--- config.mk ---
export PLATFORM = sky130hd
export DESIGN_NAME = quad_timer
export DESIGN_NICKNAME = d
export VERILOG_FILES = /design/src/common/quad_timer_pkg.sv /design/src/logic/quad_timer.sv
export SDC_FILE = /design/constraint.sdc
export NUM_CORES = 1
export LEC_CHECK = 0
export ABC_AREA = 1
export BUFFER_PORTS_ARGS = -buffer_cell sky130_fd_sc_hd__buf_4
export CAP_MARGIN = 20
export CORE_UTILIZATION = 65
export DETAILED_ROUTE_END_ITERATION = 10
export PLACE_DENSITY = 0.91
export SYNTH_ARGS = -nofsm -noshare
export SYNTH_HDL_FRONTEND = slang
export SYNTH_SLANG_ARGS = --single-unit
--- constraint.sdc ---
create_clock -name mclk -period 11.46 [get_ports mclk]
set_input_delay 0.573 -clock mclk [delete_from_list [all_inputs] [get_ports mclk]]
set_output_delay 0.573 -clock mclk [all_outputs]
set_load 0.01 [all_outputs]
--- src/common/quad_timer_pkg.sv ---
// Package for the four-channel 8/16-bit timer, capture and compare block.
// Assumes a single 100 MHz main clock and AXI4-Lite register access.
package quad_timer_pkg;

    // ------------------------------------------------------------
    // Register indices; byte address is four times the index
    // ------------------------------------------------------------
    localparam logic [7:0] IDX_MODE0     = 8'hD0;
    localparam logic [7:0] IDX_DATA0     = 8'hD1;
    localparam logic [7:0] IDX_MODE1     = 8'hD2;
    localparam logic [7:0] IDX_MATCH1    = 8'hD3;
    localparam logic [7:0] IDX_COUNT1    = 8'hD4;
    localparam logic [7:0] IDX_MODE2     = 8'hD6;
    localparam logic [7:0] IDX_DATA2     = 8'hD7;
    localparam logic [7:0] IDX_MODE3     = 8'hD8;
    localparam logic [7:0] IDX_MATCH3    = 8'hD9;
    localparam logic [7:0] IDX_COUNT3    = 8'hDA;
    localparam logic [7:0] IDX_WAVE_HIGH = 8'hDB;
    localparam logic [7:0] IDX_EDGE_SEL  = 8'hE0;
    localparam logic [7:0] IDX_PORT1_FN  = 8'hE1;
    localparam logic [7:0] IDX_FLAGS     = 8'hE2;

    // ------------------------------------------------------------
    // Mode register fields
    // ------------------------------------------------------------
    localparam int BIT_START      = 0;
    localparam int BIT_CONTINUE   = 1;
    localparam int BIT_CAP_LOWER  = 5;
    localparam int BIT_CAP_UPPER  = 4;
    localparam int BIT_WAVE_EN    = 5;
    localparam int BIT_PAIR_JOIN  = 6;
    localparam int BIT_ROUTE      = 0;
    localparam logic [2:0] SRC_EVENT = 3'h7;

    localparam logic [7:0] MATCH_RST  = 8'hFF;
    localparam logic [1:0] RESP_OKAY  = 2'h0;
    localparam logic [1:0] RESP_SLV   = 2'h2;

    // ------------------------------------------------------------
    // Whole block state
    // ------------------------------------------------------------
    typedef struct packed {
        logic [3:0][7:0] mode;
        logic [3:0][7:0] match;
        logic [3:0][7:0] cnt;
        logic [3:0][7:0] cap;
        logic [11:0]     presc;
        logic [1:0]      ev_s1;
        logic [1:0]      ev_s2;
        logic [1:0]      ev_s3;
        logic [3:0]      ce_s1;
        logic [3:0]      ce_s2;
        logic [3:0]      ce_s3;
        logic [7:0]      edge_sel;
        logic            route;
        logic [7:0]      flags;
        logic            cmp;
        logic            awready;
        logic            wready;
        logic            bvalid;
        logic [1:0]      bresp;
        logic            arready;
        logic            rvalid;
        logic [1:0]      rresp;
        logic [7:0]      rdata;
    } state_t;

    localparam state_t STATE_RST = '{match: {4{MATCH_RST}}, default: '0};

endpackage

--- src/logic/quad_timer.sv ---
// Four 8-bit timer/counters with pairing, capture and compare output.
// Assumes pins synchronous to mclk's domain only after the internal synchronisers.
//
// Overview of operation
// - 8-bit counter counts from zero, returns to zero after reaching match value.
// - Counter equal to match value sets that timer's match flag.
// - Timers 0 and 2 divide main clock by 2,4,8,32,128,512,2048.
// - Timers 1 and 3 divide main clock by 1, 2 or 8.
// - Event source counts once per rising edge on the event pin.
// - Only timers 0 and 2 have event pins; timers 1 and 3 count events only via the lower timer's clock.
// - Data address: writes set match value, reads return the counter, or the capture register in capture mode.
// - Joined pair counts 16 bits to combined match; only lower flag raised.
// - In capture mode counting and match flag behave as timer mode.
// - Selected capture edge copies count to capture register, then clears count.
// - Capture edge selectable as falling, rising or both.
// - Every selected capture edge also sets that pin's interrupt flag.
// - Reads return capture register in capture mode, else live counter.
// - 16-bit capture works as 8-bit capture on the joined pair.
// - Compare output mode sends each timer 2 match to the output pin while timer 3's BIT_WAVE_EN bit is clear.
// - Start or continue bit zero stops; start zero-to-one clears and restarts; one-to-one resumes.
// - Timer 0 source code 111 selects the event pin.
// - Compare pin toggles on each timer 2 match, giving an even square wave.
module quad_timer (
    input  wire logic        mclk,               // main clock, 100 MHz
    input  wire logic        reset,              // asynchronous reset, active high
    input  wire logic [11:0] s_axi_awaddr,       // write address
    input  wire logic        s_axi_awvalid,      // write address valid
    output logic             s_axi_awready,      // write address ready
    input  wire logic [31:0] s_axi_wdata,        // write data
    input  wire logic [3:0]  s_axi_wstrb,        // write byte strobes
    input  wire logic        s_axi_wvalid,       // write data valid
    output logic             s_axi_wready,       // write data ready
    output logic [1:0]       s_axi_bresp,        // write response
    output logic             s_axi_bvalid,       // write response valid
    input  wire logic        s_axi_bready,       // write response ready
    input  wire logic [11:0] s_axi_araddr,       // read address
    input  wire logic        s_axi_arvalid,      // read address valid
    output logic             s_axi_arready,      // read address ready
    output logic [31:0]      s_axi_rdata,        // read data
    output logic [1:0]       s_axi_rresp,        // read response
    output logic             s_axi_rvalid,       // read data valid
    input  wire logic        s_axi_rready,       // read data ready
    input  wire logic [1:0]  event_count_pin,    // event inputs of timers 0 and 2
    input  wire logic [3:0]  capture_edge_pin,   // capture edge inputs per timer
    output logic             compare_out_pin,    // compare output level
    output logic             compare_out_oe,     // compare output drive enable
    output logic [3:0]       match_irq_flag,     // sticky match flags
    output logic [3:0]       capture_irq_flag    // sticky capture-edge flags
);

    // ------------------------------------------------------------
    // State and derived terms
    // ------------------------------------------------------------
    quad_timer_pkg::state_t q_r;
    quad_timer_pkg::state_t q_nxt;

    logic [3:0] src_tick;
    logic [3:0] cedge;
    logic [3:0] capmode;
    logic [3:0] run;
    logic [3:0] adv_match;
    logic [1:0] ev_rise;
    logic [1:0] pair_on;
    logic       wr_go;
    logic       rd_go;
    logic [7:0] wr_idx;
    logic [7:0] rd_idx;

    function automatic logic div_tick(input logic [11:0] p, input int k);
        logic [11:0] mask;
        mask = 12'(({12'h000, 1'b1} << k) - 1);
        return (p & mask) == mask;
    endfunction

    assign ev_rise = q_r.ev_s2 & ~q_r.ev_s3;
    assign wr_go   = q_r.awready & s_axi_awvalid & s_axi_wvalid;
    assign rd_go   = q_r.arready & s_axi_arvalid;
    assign wr_idx  = s_axi_awaddr[9:2];
    assign rd_idx  = s_axi_araddr[9:2];

    // ------------------------------------------------------------
    // Per-timer clock source and capture edge
    // ------------------------------------------------------------
    genvar gi;
    generate
        for (gi = 0; gi < 4; gi++) begin : g_src
            logic rise_c;
            logic fall_c;
            assign rise_c = q_r.ce_s2[gi] & ~q_r.ce_s3[gi];
            assign fall_c = ~q_r.ce_s2[gi] & q_r.ce_s3[gi];
            always_comb begin
                unique case (q_r.edge_sel[2*gi+:2])
                    2'h0:    cedge[gi] = fall_c;
                    2'h1:    cedge[gi] = rise_c;
                    default: cedge[gi] = rise_c | fall_c;
                endcase
            end
            // run only with start and continue both set
            assign run[gi] = q_r.mode[gi][quad_timer_pkg::BIT_START]
                           & q_r.mode[gi][quad_timer_pkg::BIT_CONTINUE];
            if (gi % 2 == 0) begin : g_lower
                assign capmode[gi] = q_r.mode[gi][quad_timer_pkg::BIT_CAP_LOWER];
                always_comb begin
                    unique case (q_r.mode[gi][4:2])
                        3'h0:    src_tick[gi] = div_tick(q_r.presc, 1);
                        3'h1:    src_tick[gi] = div_tick(q_r.presc, 2);
                        3'h2:    src_tick[gi] = div_tick(q_r.presc, 3);
                        3'h3:    src_tick[gi] = div_tick(q_r.presc, 5);
                        3'h4:    src_tick[gi] = div_tick(q_r.presc, 7);
                        3'h5:    src_tick[gi] = div_tick(q_r.presc, 9);
                        3'h6:    src_tick[gi] = div_tick(q_r.presc, 11);
                        default: src_tick[gi] = ev_rise[gi/2];
                    endcase
                end
            end else begin : g_upper
                assign capmode[gi] = q_r.mode[gi][quad_timer_pkg::BIT_CAP_UPPER];
                assign pair_on[gi/2] = q_r.mode[gi][quad_timer_pkg::BIT_PAIR_JOIN];
                // fast taps, or the lower timer's clock
                always_comb begin
                    unique case (q_r.mode[gi][3:2])
                        2'h0:    src_tick[gi] = 1'b1;
                        2'h1:    src_tick[gi] = div_tick(q_r.presc, 1);
                        2'h2:    src_tick[gi] = div_tick(q_r.presc, 3);
                        default: src_tick[gi] = src_tick[gi-1];
                    endcase
                end
            end
        end
    endgenerate

    // ------------------------------------------------------------
    // Next-state logic
    // ------------------------------------------------------------
    always_comb begin
        logic [15:0] c16;
        logic [7:0]  set_v;
        logic [7:0]  clr_v;
        logic        toggle;
        int          l;
        int          u;
        q_nxt     = q_r;
        c16       = '0;
        set_v     = '0;
        clr_v     = '0;
        toggle    = 1'b0;
        l         = 0;
        u         = 0;
        adv_match = '0;
        q_nxt.presc = q_r.presc + 12'h001;
        q_nxt.ev_s1 = event_count_pin;
        q_nxt.ev_s2 = q_r.ev_s1;
        q_nxt.ev_s3 = q_r.ev_s2;
        q_nxt.ce_s1 = capture_edge_pin;
        q_nxt.ce_s2 = q_r.ce_s1;
        q_nxt.ce_s3 = q_r.ce_s2;
        // every selected edge raises the pin flag
        set_v[7:4] = cedge;
        for (int p = 0; p < 2; p++) begin
            l = 2 * p;
            u = 2 * p + 1;
            if (pair_on[p]) begin
                // pair runs as one 16-bit counter on the lower clock
                c16 = {q_r.cnt[u], q_r.cnt[l]};
                if (run[l] && src_tick[l]) begin
                    if (c16 == {q_r.match[u], q_r.match[l]}) begin
                        c16          = '0;
                        set_v[l]     = 1'b1;
                        adv_match[l] = 1'b1;
                    end else begin
                        c16 = c16 + 16'h0001;
                    end
                end
                if (capmode[l] && cedge[l]) begin
                    q_nxt.cap[u] = q_r.cnt[u];
                    q_nxt.cap[l] = q_r.cnt[l];
                    c16          = '0;
                end
                q_nxt.cnt[u] = c16[15:8];
                q_nxt.cnt[l] = c16[7:0];
            end else begin
                for (int i = l; i <= u; i++) begin
                    // count, wrap and flag on match
                    if (run[i] && src_tick[i]) begin
                        if (q_r.cnt[i] == q_r.match[i]) begin
                            q_nxt.cnt[i] = '0;
                            set_v[i]     = 1'b1;
                            adv_match[i] = 1'b1;
                        end else begin
                            q_nxt.cnt[i] = q_r.cnt[i] + 8'h01;
                        end
                    end
                    if (capmode[i] && cedge[i]) begin
                        q_nxt.cap[i] = q_r.cnt[i];
                        q_nxt.cnt[i] = '0;
                    end
                end
            end
        end
        // timer 2 match toggles the compare pin when routed and timer 3's BIT_WAVE_EN bit is clear
        toggle = adv_match[2] & q_r.route & ~q_r.mode[3][quad_timer_pkg::BIT_WAVE_EN];
        if (toggle) begin
            q_nxt.cmp = ~q_r.cmp;
        end

        // Write channel: address and data are taken together.
        q_nxt.awready = s_axi_awvalid & s_axi_wvalid & ~q_r.awready & ~q_r.bvalid;
        q_nxt.wready  = s_axi_awvalid & s_axi_wvalid & ~q_r.awready & ~q_r.bvalid;
        if (q_r.bvalid && s_axi_bready) begin
            q_nxt.bvalid = 1'b0;
        end
        if (wr_go) begin
            q_nxt.bvalid = 1'b1;
            q_nxt.bresp  = quad_timer_pkg::RESP_OKAY;
            if (s_axi_awaddr[11:10] != 2'h0) begin
                q_nxt.bresp = quad_timer_pkg::RESP_SLV;
            end else if (s_axi_wstrb[0]) begin
                unique case (wr_idx)
                    quad_timer_pkg::IDX_MODE0, quad_timer_pkg::IDX_MODE1,
                    quad_timer_pkg::IDX_MODE2, quad_timer_pkg::IDX_MODE3: begin
                        u = int'(wr_idx - quad_timer_pkg::IDX_MODE0) / 2;
                        u = (u > 1) ? u - 1 : u;
                        q_nxt.mode[u] = s_axi_wdata[7:0];
                        if (s_axi_wdata[quad_timer_pkg::BIT_START]
                            && !q_r.mode[u][quad_timer_pkg::BIT_START]) begin
                            q_nxt.cnt[u] = '0;
                        end
                    end
                    // data address writes the match value
                    quad_timer_pkg::IDX_DATA0:    q_nxt.match[0] = s_axi_wdata[7:0];
                    quad_timer_pkg::IDX_MATCH1:   q_nxt.match[1] = s_axi_wdata[7:0];
                    quad_timer_pkg::IDX_DATA2:    q_nxt.match[2] = s_axi_wdata[7:0];
                    quad_timer_pkg::IDX_MATCH3:   q_nxt.match[3] = s_axi_wdata[7:0];
                    quad_timer_pkg::IDX_EDGE_SEL: q_nxt.edge_sel = s_axi_wdata[7:0];
                    quad_timer_pkg::IDX_PORT1_FN:
                        q_nxt.route = s_axi_wdata[quad_timer_pkg::BIT_ROUTE];
                    quad_timer_pkg::IDX_FLAGS:    clr_v = s_axi_wdata[7:0];
                    quad_timer_pkg::IDX_COUNT1, quad_timer_pkg::IDX_COUNT3,
                    quad_timer_pkg::IDX_WAVE_HIGH: ;
                    default: q_nxt.bresp = quad_timer_pkg::RESP_SLV;
                endcase
            end
        end
        // A flag set in the same cycle as its clear stays set.
        q_nxt.flags = (q_r.flags & ~clr_v) | set_v;

        // Read channel.
        q_nxt.arready = s_axi_arvalid & ~q_r.arready & ~q_r.rvalid;
        if (q_r.rvalid && s_axi_rready) begin
            q_nxt.rvalid = 1'b0;
        end
        if (rd_go) begin
            q_nxt.rvalid = 1'b1;
            q_nxt.rresp  = quad_timer_pkg::RESP_OKAY;
            q_nxt.rdata  = '0;
            l = pair_on[0] ? 0 : 1;
            u = pair_on[1] ? 2 : 3;
            if (s_axi_araddr[11:10] != 2'h0) begin
                q_nxt.rresp = quad_timer_pkg::RESP_SLV;
            end else begin
                unique case (rd_idx)
                    quad_timer_pkg::IDX_MODE0:    q_nxt.rdata = q_r.mode[0];
                    quad_timer_pkg::IDX_MODE1:    q_nxt.rdata = q_r.mode[1];
                    quad_timer_pkg::IDX_MODE2:    q_nxt.rdata = q_r.mode[2];
                    quad_timer_pkg::IDX_MODE3:    q_nxt.rdata = q_r.mode[3];
                    // shared address reads counter or capture
                    quad_timer_pkg::IDX_DATA0:
                        q_nxt.rdata = capmode[0] ? q_r.cap[0] : q_r.cnt[0];
                    quad_timer_pkg::IDX_COUNT1:
                        q_nxt.rdata = capmode[l] ? q_r.cap[1] : q_r.cnt[1];
                    quad_timer_pkg::IDX_DATA2:
                        q_nxt.rdata = capmode[2] ? q_r.cap[2] : q_r.cnt[2];
                    quad_timer_pkg::IDX_COUNT3:
                        q_nxt.rdata = capmode[u] ? q_r.cap[3] : q_r.cnt[3];
                    quad_timer_pkg::IDX_EDGE_SEL: q_nxt.rdata = q_r.edge_sel;
                    quad_timer_pkg::IDX_PORT1_FN: q_nxt.rdata = {7'h00, q_r.route};
                    quad_timer_pkg::IDX_FLAGS:    q_nxt.rdata = q_r.flags;
                    quad_timer_pkg::IDX_MATCH1, quad_timer_pkg::IDX_MATCH3,
                    quad_timer_pkg::IDX_WAVE_HIGH: ;
                    default: q_nxt.rresp = quad_timer_pkg::RESP_SLV;
                endcase
            end
        end
    end

    always_ff @(posedge mclk or posedge reset) begin
        if (reset) begin
            q_r <= quad_timer_pkg::STATE_RST;
        end else begin
            q_r <= q_nxt;
        end
    end

    assign s_axi_awready    = q_r.awready;
    assign s_axi_wready     = q_r.wready;
    assign s_axi_bvalid     = q_r.bvalid;
    assign s_axi_bresp      = q_r.bresp;
    assign s_axi_arready    = q_r.arready;
    assign s_axi_rvalid     = q_r.rvalid;
    assign s_axi_rresp      = q_r.rresp;
    assign s_axi_rdata      = {24'h000000, q_r.rdata};
    assign compare_out_pin  = q_r.cmp;
    assign compare_out_oe   = q_r.route;
    assign match_irq_flag   = q_r.flags[3:0];
    assign capture_irq_flag = q_r.flags[7:4];

    logic quiet0;
    assign quiet0 = !wr_go && !cedge[0] && !pair_on[0];
endmodule

## Word-level counts from Yosys, hierarchy flattened

Index checks and enable logic that the tools add are counted.

| operators by class | value |
|---|---|
| eq/ne operators | 62 |
| add/sub/neg operators | 10 |
| $lt $le $gt $ge | 5 |
| reduce and logical (&&, ||, !) cells | 39 |
| bitwise gates (word level) | 49 |
| muxes and demuxes | 91 |

Operator list:

| kind | number |
|---|---|
| $eq 8x8->1 const B | 28 |
| $mux 8 | 26 |
| $mux 16 | 12 |
| $mux 32 | 6 |
| $pmux 8 s11 | 1 |
| $add 16x1->16 const B | 2 |
| $add 32x1->32 | 1 |
| $add 8x1->8 const B | 4 |
| $and 32x32->32 | 1 |
| $bwmux 32 | 1 |
| $eq 16x16->1 | 2 |
| $eq 8x8->1 | 4 |
| $ge 32x1->1 const B | 1 |
| $gt 32x2->1 const B | 1 |
| $lt 32x4->1 const B | 1 |
| $not 32->32 | 1 |
| $sub 32x2->32 const B | 1 |
| $reduce_and 4->1 | 7 |
| $reduce_or 14->1 | 2 |
| $mux 1 | 26 |
| $and 1x1->1 | 23 |
| $eq 3x3->1 const B | 7 |
| $bmux 8 s2 | 1 |
| $demux 8 s2 | 1 |
| other kinds (34) | 96 |

| word-level totals | value |
|---|---|
| bits of input ports | 73 |
| word-level logic and storage cells | 290 |
| flip-flop bits (word level) | 192 |

## Longest topological paths before layout

Gate-level depths: netlist of run 1.

| depth | value |
|---|---|
| depth in word-level cells | 16 |
| mapped depth | 37 |
| gate-level depth less buffers | 36 |

## Least setup slack after synthesis of run 1

Ideal clock, no wire load.

| timing | value |
|---|---|
| kind | input-to-reg |
| from | input port s_axi_awaddr[7] |
| to | register q_r[169] in the netlist's numbering |
| arrival | 4,287 ps |
| stages on the path | 34 |
| required time | 11,336 ps |
| setup slack | 7,049 ps |
| cell sequence | inv_1 -> ha_1 -> inv_1 -> nand2_1 -> nor2_1 -> nor2_1 -> ha_1 -> ha_1 -> nand2_2 -> nor2_2 -> nand2_1 -> nor2_2 -> nand2_1 -> ha_1 -> nand2_1 -> nor2_1 -> nand2_1 -> nor2_1 -> inv_1 -> nor2_1 -> nand4_1 -> nand2_2 -> nand2_4 -> nand3_2 -> nand2_1 -> nor2_1 -> nand2_1 -> nor2_1 -> nand2_1 -> nor2_8 -> nand3_4 -> buf_6 -> nand2_1 -> o21ai_2 |

| on the way | value |
|---|---|
| longest elaborated chain between the ends | 10 |
| elaborated cells on any way between the ends | 18 |
| those cells by class | add/sub (3); order compare (3); eq/ne (4); mux (4); bitwise (1); reduce/logical (3) |

RTL lines:

| what | line | RTL |
|---|---|---|
| from (decl) | quad_timer.sv:26 | `input wire logic [11:0] s_axi_awaddr,` |
| $sub 8x8->9 | quad_timer.sv:220 | `u = int'(wr_idx - quad_timer_pkg::IDX_MODE0) / 2;` |
| $and 1x1->1 (no line) | - |  |
| $add 32x1->32 (no line) | - |  |
| $sub 32x2->32 or $gt 32x2->1 (tied branches) | quad_timer.sv:221 | `u = (u > 1) ? u - 1 : u;` |
| $mux 32 | quad_timer.sv:221 |  |
| $ge 32x1->1 (implied by the code) or $lt 32x4->1 (tied branches) | quad_timer.sv:222 | `q_nxt.mode[u] = s_axi_wdata[7:0];` |
| $logic_and 1x1->1 (implied by the code) | quad_timer.sv:222 |  |
| $mux 8 (implied by the code) | quad_timer.sv:222 |  |
| $demux 8 s2 | quad_timer.sv:222 |  |
| $bwmux 32 | quad_timer.sv:222 |  |
| to (signal assigned) | quad_timer.sv:287 | `q_r <= quad_timer_pkg::STATE_RST;` |
| to (signal assigned) | quad_timer.sv:289 | `q_r <= q_nxt;` |
| to (decl) | quad_timer.sv:54 | `quad_timer_pkg::state_t q_r;` |

Several ways; a longest one is shown, not always the timed one.
A chain may end at the register's enable or synchronous reset.

==> results of run 1 <==
layer usage:
metal / wire length, um / global-route usage / vias up
li1: - / - / 5436
met1: 13880 / 0.4922 / 5427
met2: 16030 / 0.5916 / 690
met3: 3347 / 0.08534 / 129
met4: 1545 / 0.1655 / 0
met5: 0 / 0 / -
metrics by stage:
step	hold slack, ns	power, mW
final	0.2292	1.388
after global routing	0.2145	1.428
after CTS	0.2222	1.383
after detailed placement	0.3347	0.7988
after global placement	0.3352	0.7973
after floorplan	0.3312	0.7661
power by group:
group,total [mW],leakage [nW],internal (mW),switching [mW]
Sequential,0.676,2.33,0.673,0.00362
Clock,0.599,0.286,0.318,0.281
Combinational,0.113,3.66,0.0324,0.0802
Total,1.39,6.27,1.02,0.365
kinds of logic (layout without fill, tap and decap cells):
group | count (synthesis) | after routing | share of synthesized area
adders and majority gates | 32 | 32 | 0.03265
other | 1 | 26 | 0.0003058
DFF | 189 | 189 | 0.3889
AOI/OAI and AO/OA | 304 | 304 | 0.1483
xor gates and xnor gates | 62 | 62 | 0.04428
buffers and inverters | 305 | 331 | 0.1100
and+or+nand+nor | 749 | 749 | 0.2756
worst min path at each step:
stage	from	slack (ns)	cells past startpoint	to
2_1_floorplan	q_nxt[39]$_DFF_PP0_	0.33	0	q_nxt[35]$_DFF_PP0_
3_3_place_gp	q_nxt[41]$_DFF_PP0_	0.34	0	q_nxt[37]$_DFF_PP0_
3_5_place_dp	q_nxt[42]$_DFF_PP0_	0.33	0	q_nxt[38]$_DFF_PP0_
4_1_cts	capture_edge_pin[3]	0.22	1	q_nxt[42]$_DFF_PP0_
5_1_grt	capture_edge_pin[0]	0.21	1	q_nxt[39]$_DFF_PP0_
6_report	capture_edge_pin[3]	0.23	1	q_nxt[42]$_DFF_PP0_
worst register-to-register path: cells and delay by family (launching register included):
kind,cells,cell delay [ns]
buf+inv,2,0.61
compound gates,1,0.26
fa+ha+maj,2,0.51
simple gates,9,1.68
flops,1,0.52
xor+xnor,1,0.19
registers in the layout, indices dropped and copies added, names as in the netlist:
| name | count |
|---|---|
| compare_out_oe | 1 |
| s_axi_bvalid | 1 |
| s_axi_arready | 1 |
| capmode | 4 |
| s_axi_rvalid | 1 |
| compare_out_pin | 1 |
| q_nxt | 12 |
| capture_irq_flag | 4 |
| s_axi_rdata | 8 |
| match_irq_flag | 4 |
| s_axi_bresp | 1 |
| s_axi_rresp | 1 |
| q_r | 147 |
| pair_on | 2 |
| s_axi_wready | 1 |
synth_stat cells (35+ instances only):
library cell / count / area (sq um)
buf_4: 46 / 345.3
nand4_1: 35 / 219.0
xor2_1: 44 / 385.4
nor3_1: 42 / 210.2
inv_1: 220 / 825.8
nand3_1: 85 / 425.4
o21ai_0: 131 / 655.6
nand2_1: 342 / 1284
nor2_1: 177 / 664.4
a21oi_1: 44 / 220.2
dfrtp_1: 157 / 3929
layout make-up:
class | count | area (sq um)
clock buffer | 20 | 456.7
clock inverter | 12 | 126.4
fill | 1391 | 4935
inverter | 229 | 867.1
multi-input combinational | 1173 | 6238
sequential | 189 | 4770
tap | 229 | 286.5
timing repair buffer | 70 | 529.3
==> metrics.txt, run 1 <==
outcome=complete, no violations; number of global-route vias before repair=10860; crit end category=flop; post-route ant nets=0; initial antenna violation count=0; chip height=139.4 um; CP Depth=34; fin worst setup slack=6.254 ns; number of remaining DRC errors=0; placed insts=1887; layout cell share with drive strength beyond 1=0.1181; number of gates resized after cts=0; crit path launch=s_axi_awaddr[7]; FF-to-FF End=q_r[118]$_DFF_PP0_; worst clock skew=0.01049 ns; Max-Slew Margin vs Limit=0.3321; drt pass-1 iters=6; setup TNS=0 ns; IO buf count=66; Die X=139.4 um; Synth Warn #=0; number of synthesized flops with an enable pin=0; DP Worst Slack=5.916 ns; die area=19420 sq um; type of the most critical hold path=in2reg; Gate Count Post-Synth=1642; Main synth FF type=dfrtp_1; Detailed Route WL=34.80 mm; Antenna diodes=0; std cell rows=49; reg2reg path depth=15; Worst Path Arrival=5.53 ns; most frequent cells in the layout=nand2_1 (342), inv_1 (219), nor2_1 (177); unrepaired setup endpoints after global routing=false; global route overflow=0; Final nets=1785; maximum vdd drop=0.1046 mV; Via Count=11680; final hold vios=0; wire per inst=18.11 um; CTS tree=done; post-route minimum period=5.206 ns; Final Cycle Share=0.4542; core area=18210 sq um; Startpoint Class=primary input; Iteration-0 DRC Markers=1313; I/O pins=124; Finished Layout Cells=1922; vias per inst=6.078; worst slew pin tran=0.9879 ns; initial core utilization=0.6735; most common cell after layout, fill and taps aside=nand2_1; post-route cell area=13270 sq um; final HPWL from detailed placement=25.39 mm; flop-to-flop setup slack=7.57 ns; Buf/Inv on CP=5; final setup fails=0; final core occ=0.7290; critical path endpoint=q_r[108]$_DFF_PP0_; P_leak=6.275 nW; Crit Reg-Reg Startpoint=q_r[53]$_DFF_PP0_; CTS Buffer Depth=2; Reg clk slew, reported paths=0.07 ns; Hold Buf Count CTS=0; setup bufs post-CTS=0; Tot GR Track Use=0.3739; Cell variety after synth=56; Post-DP Area=12660 sq um; root buffer cell=clkbuf_16; Area growth syn-to-layout=8.244%; Largest stage delay, worst path=0.44 ns; upper clock frequency limit=0.1921 GHz; H-tree Lvls=4; cell family with most CP delay=simple AND/OR/NAND/NOR gates; first-pass GRT wire length=56.54 mm; clock latency on the worst-skew pair=0.45 ns; register area share after synthesis=0.3889; TritonCTS Buffers=17; #FFs+latches synth=189; gpl congestion=1.003; clock sinks=189; Syn Area/Cell=7.468 sq um; slowest CP cell=ha_1; Max Slew Vio Count=0; largest net degree at the start of global routing=117; mapped cell area=12260 sq um; Worst Path Max Fanout=17; Crit Path Class=in2reg; Max-Cap Viols=0; asr flop ratio synth=1.000; pwr/cell area=104.5 nW/um^2; Worst EP required=11.79 ns
Note: power is estimated with default switching activity, not from simulation.
==> inputs of run 2 (changes only) <==
--- a/config.mk
+++ b/config.mk
@@ -5,12 +5,12 @@
 export SDC_FILE = /design/constraint.sdc
 export NUM_CORES = 1
 export LEC_CHECK = 0
-export ABC_AREA = 1
+export ABC_AREA = 0
 export BUFFER_PORTS_ARGS = -buffer_cell sky130_fd_sc_hd__buf_4
 export CAP_MARGIN = 20
-export CORE_UTILIZATION = 65
+export CORE_UTILIZATION = 54
 export DETAILED_ROUTE_END_ITERATION = 10
-export PLACE_DENSITY = 0.91
+export PLACE_DENSITY = 0.81
 export SYNTH_ARGS = -nofsm -noshare
 export SYNTH_HDL_FRONTEND = slang
 export SYNTH_SLANG_ARGS = --single-unit
==> constraint.sdc (replaced) <==
create_clock -name mclk -period 4.2 [get_ports mclk]
set_input_delay 0.21 -clock mclk [delete_from_list [all_inputs] [get_ports mclk]]
set_output_delay 0.21 -clock mclk [all_outputs]
set_load 0.01 [all_outputs]
==> run 2 against run 1 <==
  * The run now ends with negative hold slack left
  * Global-route usage fell by 8.7 points
  * Sequential cell count unchanged
  * Sequential power rose to 2.7 times the previous value
  * First-iteration DRC count shrank 39%
  * Hold slack lost 0.28 ns
  * Synthesized area is 8.0% lower
  * Die area grew 11%
  * Critical path depth fell by 13
  * Combinational power increased to 3.2 times the previous value
  * Total power increased to 2.7 times the previous value
  * Sequential share of layout area grew 0.30 points
  * Via count fell by 20%
==> metrics.txt, run 2 <==
outcome=finished, violations left (was complete, no violations); failing checks=negative hold slack; placed insts=1474 (was 1887); post-route ant nets=0 (unchanged); Cell variety after synth=80 (was 56); wire per inst=19.82 um (was 18.11 um); drt pass-1 iters=6 (unchanged); final hold vios=23 (was 0); asr flop ratio synth=1.000 (unchanged); Max-Slew Margin vs Limit=0.2959 (was 0.3321); P_leak=5.895 nW (was 6.275 nW); number of remaining DRC errors=0 (unchanged); Crit Path Class=in2reg (unchanged); Net Sw Frac=0.2572 (was 0.2628); TritonCTS Buffers=17 (unchanged); reg2reg path depth=12 (was 15); Startpoint Class=primary input (unchanged); gpl congestion=0.9513 (was 1.003); largest net degree at the start of global routing=129 (was 117); post-route cell area=13160 sq um (was 13270 sq um); CTS Buffer Depth=2 (unchanged); global route overflow=0 (unchanged); number of synthesized flops with an enable pin=0 (unchanged); max reg flops=147 (unchanged); Syn Area/Cell=10.02 sq um (was 7.468 sq um); Reg with most FFs=q_r (unchanged); mapped cell area=11280 sq um (was 12260 sq um); I/O pins=124 (unchanged); Buf/Inv on CP=4 (was 5); Largest stage delay, worst path=0.58 ns (was 0.44 ns); Synth Warn #=0 (unchanged); first-pass GRT wire length=47.82 mm (was 56.54 mm); CP Depth=21 (was 34); slowest CP cell=or4_4 (was ha_1); Gate Count Post-Synth=1126 (was 1642); initial antenna violation count=1 (was 0); type of the most critical hold path=in2async (was in2reg); H-tree Lvls=4 (unchanged); Final nets=1342 (was 1785); Worst EP required=4.53 ns (was 11.79 ns); synth top area cells=dfrtp_1 (35%), mux2_2 (7.6%), dfstp_2 (7.5%), ha_1 (3.5%), mux2i_1 (3.5%) (was dfrtp_1 (32%), nand2_1 (10%), dfstp_2 (6.9%), inv_1 (6.7%), nor2_1 (5.4%)); upper clock frequency limit=0.2442 GHz; Antenna diodes=0 (unchanged); worst slew pin tran=1.048 ns (was 0.9879 ns); die area=21480 sq um (was 19420 sq um); chip height=146.6 um (was 139.4 um); CTS tree=done (unchanged); std cell rows=52 (was 49); Worst Path Max Fanout=8 (was 17); Via Count=9348 (was 11680); Max Slew Vio Count=0 (unchanged); pwr/cell area=284.1 nW/um^2 (was 104.5 nW/um^2); Commonest cells post-synth=dfrtp_1 (157), nand2_1 (106), nor2_1 (84), mux2_2 (76), o21ai_0 (58) (was nand2_1 (342), inv_1 (220), nor2_1 (177), dfrtp_1 (157), o21ai_0 (131)); P_sw=0.9618 mW (was 0.3647 mW); Worst Path Arrival=4.42 ns (was 5.53 ns); initial core utilization=0.5541 (was 0.6735); Synth area leader=dfrtp_1 (unchanged); final setup fails=0 (unchanged); top-area cell type share of the netlist area=0.3482 (was 0.3204); Finished Layout Cells=1520 (was 1922); most frequent cells in the layout=dfrtp_1 (157), buf_4 (140), nand2_1 (105) (was nand2_1 (342), inv_1 (219), nor2_1 (177)); #FFs+latches synth=189 (unchanged); most common cell after layout, fill and taps aside=dfrtp_1 (was nand2_1); post-route minimum period=4.095 ns; sequential share of power=0.495 (was 0.487); IO buf count=66 (unchanged); maximum vdd drop=0.2912 mV (was 0.1046 mV); Iteration-0 DRC Markers=807 (was 1313); Main synth FF type=dfrtp_1 (unchanged); layout cell share with drive strength beyond 1=0.2744 (was 0.1181); CP cell instances=buf_6 > and2_4 > nor2b_4 > inv_4 > and2_4 > ha_4 > ha_4 > nand2_4 > nor3_4 > nand2_1 > ha_2 > or4_4 > nor4_4 > buf_4 > nor3_1 > and4_1 > or3_1 > or4_4 > nor3_4 > buf_12 > nor3b_1; final HPWL from detailed placement=21.93 mm (was 25.39 mm); Tot GR Track Use=0.2865 (was 0.3739); vias per inst=6.150 (was 6.078); crit end category=flop (unchanged); Die X=146.6 um (was 139.4 um); core area=20360 sq um (was 18210 sq um); Area growth syn-to-layout=16.66% (was 8.244%); root buffer cell=clkbuf_16 (unchanged); Max-Cap Viols=0 (unchanged); fin worst setup slack=0.1052 ns (was 6.254 ns); register area share after synthesis=0.4227 (was 0.3889); Post-DP Area=12440 sq um (was 12660 sq um); clock latency on the worst-skew pair=0.44 ns (was 0.45 ns); Comb power frac=0.096 (was 0.081); Detailed Route WL=30.13 mm (was 34.80 mm); cell family with most CP delay=simple AND/OR/NAND/NOR gates (unchanged); cell with the most instances after synthesis=dfrtp_1 (was nand2_1); Pint=2.778 mW (was 1.023 mW); clock power share=0.409 (was 0.431); hold slack=-0.04667 ns (was 0.2292 ns); Reg clk slew, reported paths=0.07 ns (about the same); clock sinks=189 (unchanged); number of global-route vias before repair=8855 (was 10860); DP Worst Slack=-0.4329 ns (was 5.916 ns); worst clock skew=0.009751 ns (was 0.01049 ns); Final Cycle Share=0.9750
-- run 2: kinds of logic (layout without fill, tap and decap cells) --
group,Yosys count,after routing,share of synthesized area
buf+inv,123,222,0.05822
compound gates,199,199,0.1206
xor+xnor,63,63,0.05023
simple gates,384,384,0.1771
mux,135,135,0.1353
fa+ha+maj,32,32,0.03548
flops,189,189,0.4227
other cells,1,26,0.0003323
-- run 2: routing by layer --
metal  track usage  share of wire  routed length, um
met5             0         0.0013                 40
met4        0.1130          0.034               1015
met3       0.06156          0.082               2465
met2        0.4483           0.46              13900
met1        0.3888           0.42              12710
-- run 2: power by group through the flow --
stage               registers [mW]  logic (mW)  clock network (mW)
global route                  1.85       0.393                1.62
CTS                           1.85       0.350                1.54
detailed placement            1.88       0.342                   0
floorplan                     1.88       0.209                   0
finish                        1.85       0.359                1.53
global placement              1.88       0.337                   0
-- run 2: final cells by class --
cell class	instances	area (sq um)
repair buffers	157	1270
well taps	270	337.8
clock buffers	20	446.7
clock inverters	12	101.3
inverters	33	135.1
flip-flops and latches	189	4770
fillers	1584	7202
multi-input cells	839	6102
-- run 2: worst min-delay path, stage by stage --
cell and delay, ns:
buf_4 0.12, clkinvlp_4 0.08, buf_12 0.47
-- run 2: metrics by stage --
stage	TNS [ns]	total power [mW]	hold WS, ns	utilization
after floorplan	-7.538	2.092	0.2414	-
after global placement	-17.62	2.220	0.3207	0.6107
after detailed placement	-23.07	2.225	0.3206	0.6107
after CTS	0	3.742	0.0001085	0.6415
after global routing	-0.08321	3.862	0.01760	0.6464
final	0	3.739	-0.04667	0.6464
-- run 2: timing repair --
action / in CTS / in global routing
endpoints found under the setup margin: 0 / 64
hold buffers: 8 / 0
setup buffers: 0 / 5
hold endpoints to repair: 8 / 0
gates resized for setup: 0 / 14
-- run 2: worst paths after layout --
path | start | endpoint | slack, ns
worst max-delay path | s_axi_awaddr[9] | q_r[114]$_DFF_PP0_ | 0.11
worst min register to register | q_nxt[39]$_DFF_PP0_ | q_nxt[35]$_DFF_PP0_ | 0.35
max in group asynchronous | reset | q_r[94]$_DFFE_PP0P_ | 3.62
worst max register to register | q_r[53]$_DFF_PP0_ | q_r[124]$_DFF_PP0_ | 0.49
min in group mclk | s_axi_awvalid | s_axi_wready$_DFF_PP0_ | 0.01
worst min-delay path | reset | q_r[57]$_DFF_PP0_ | -0.05
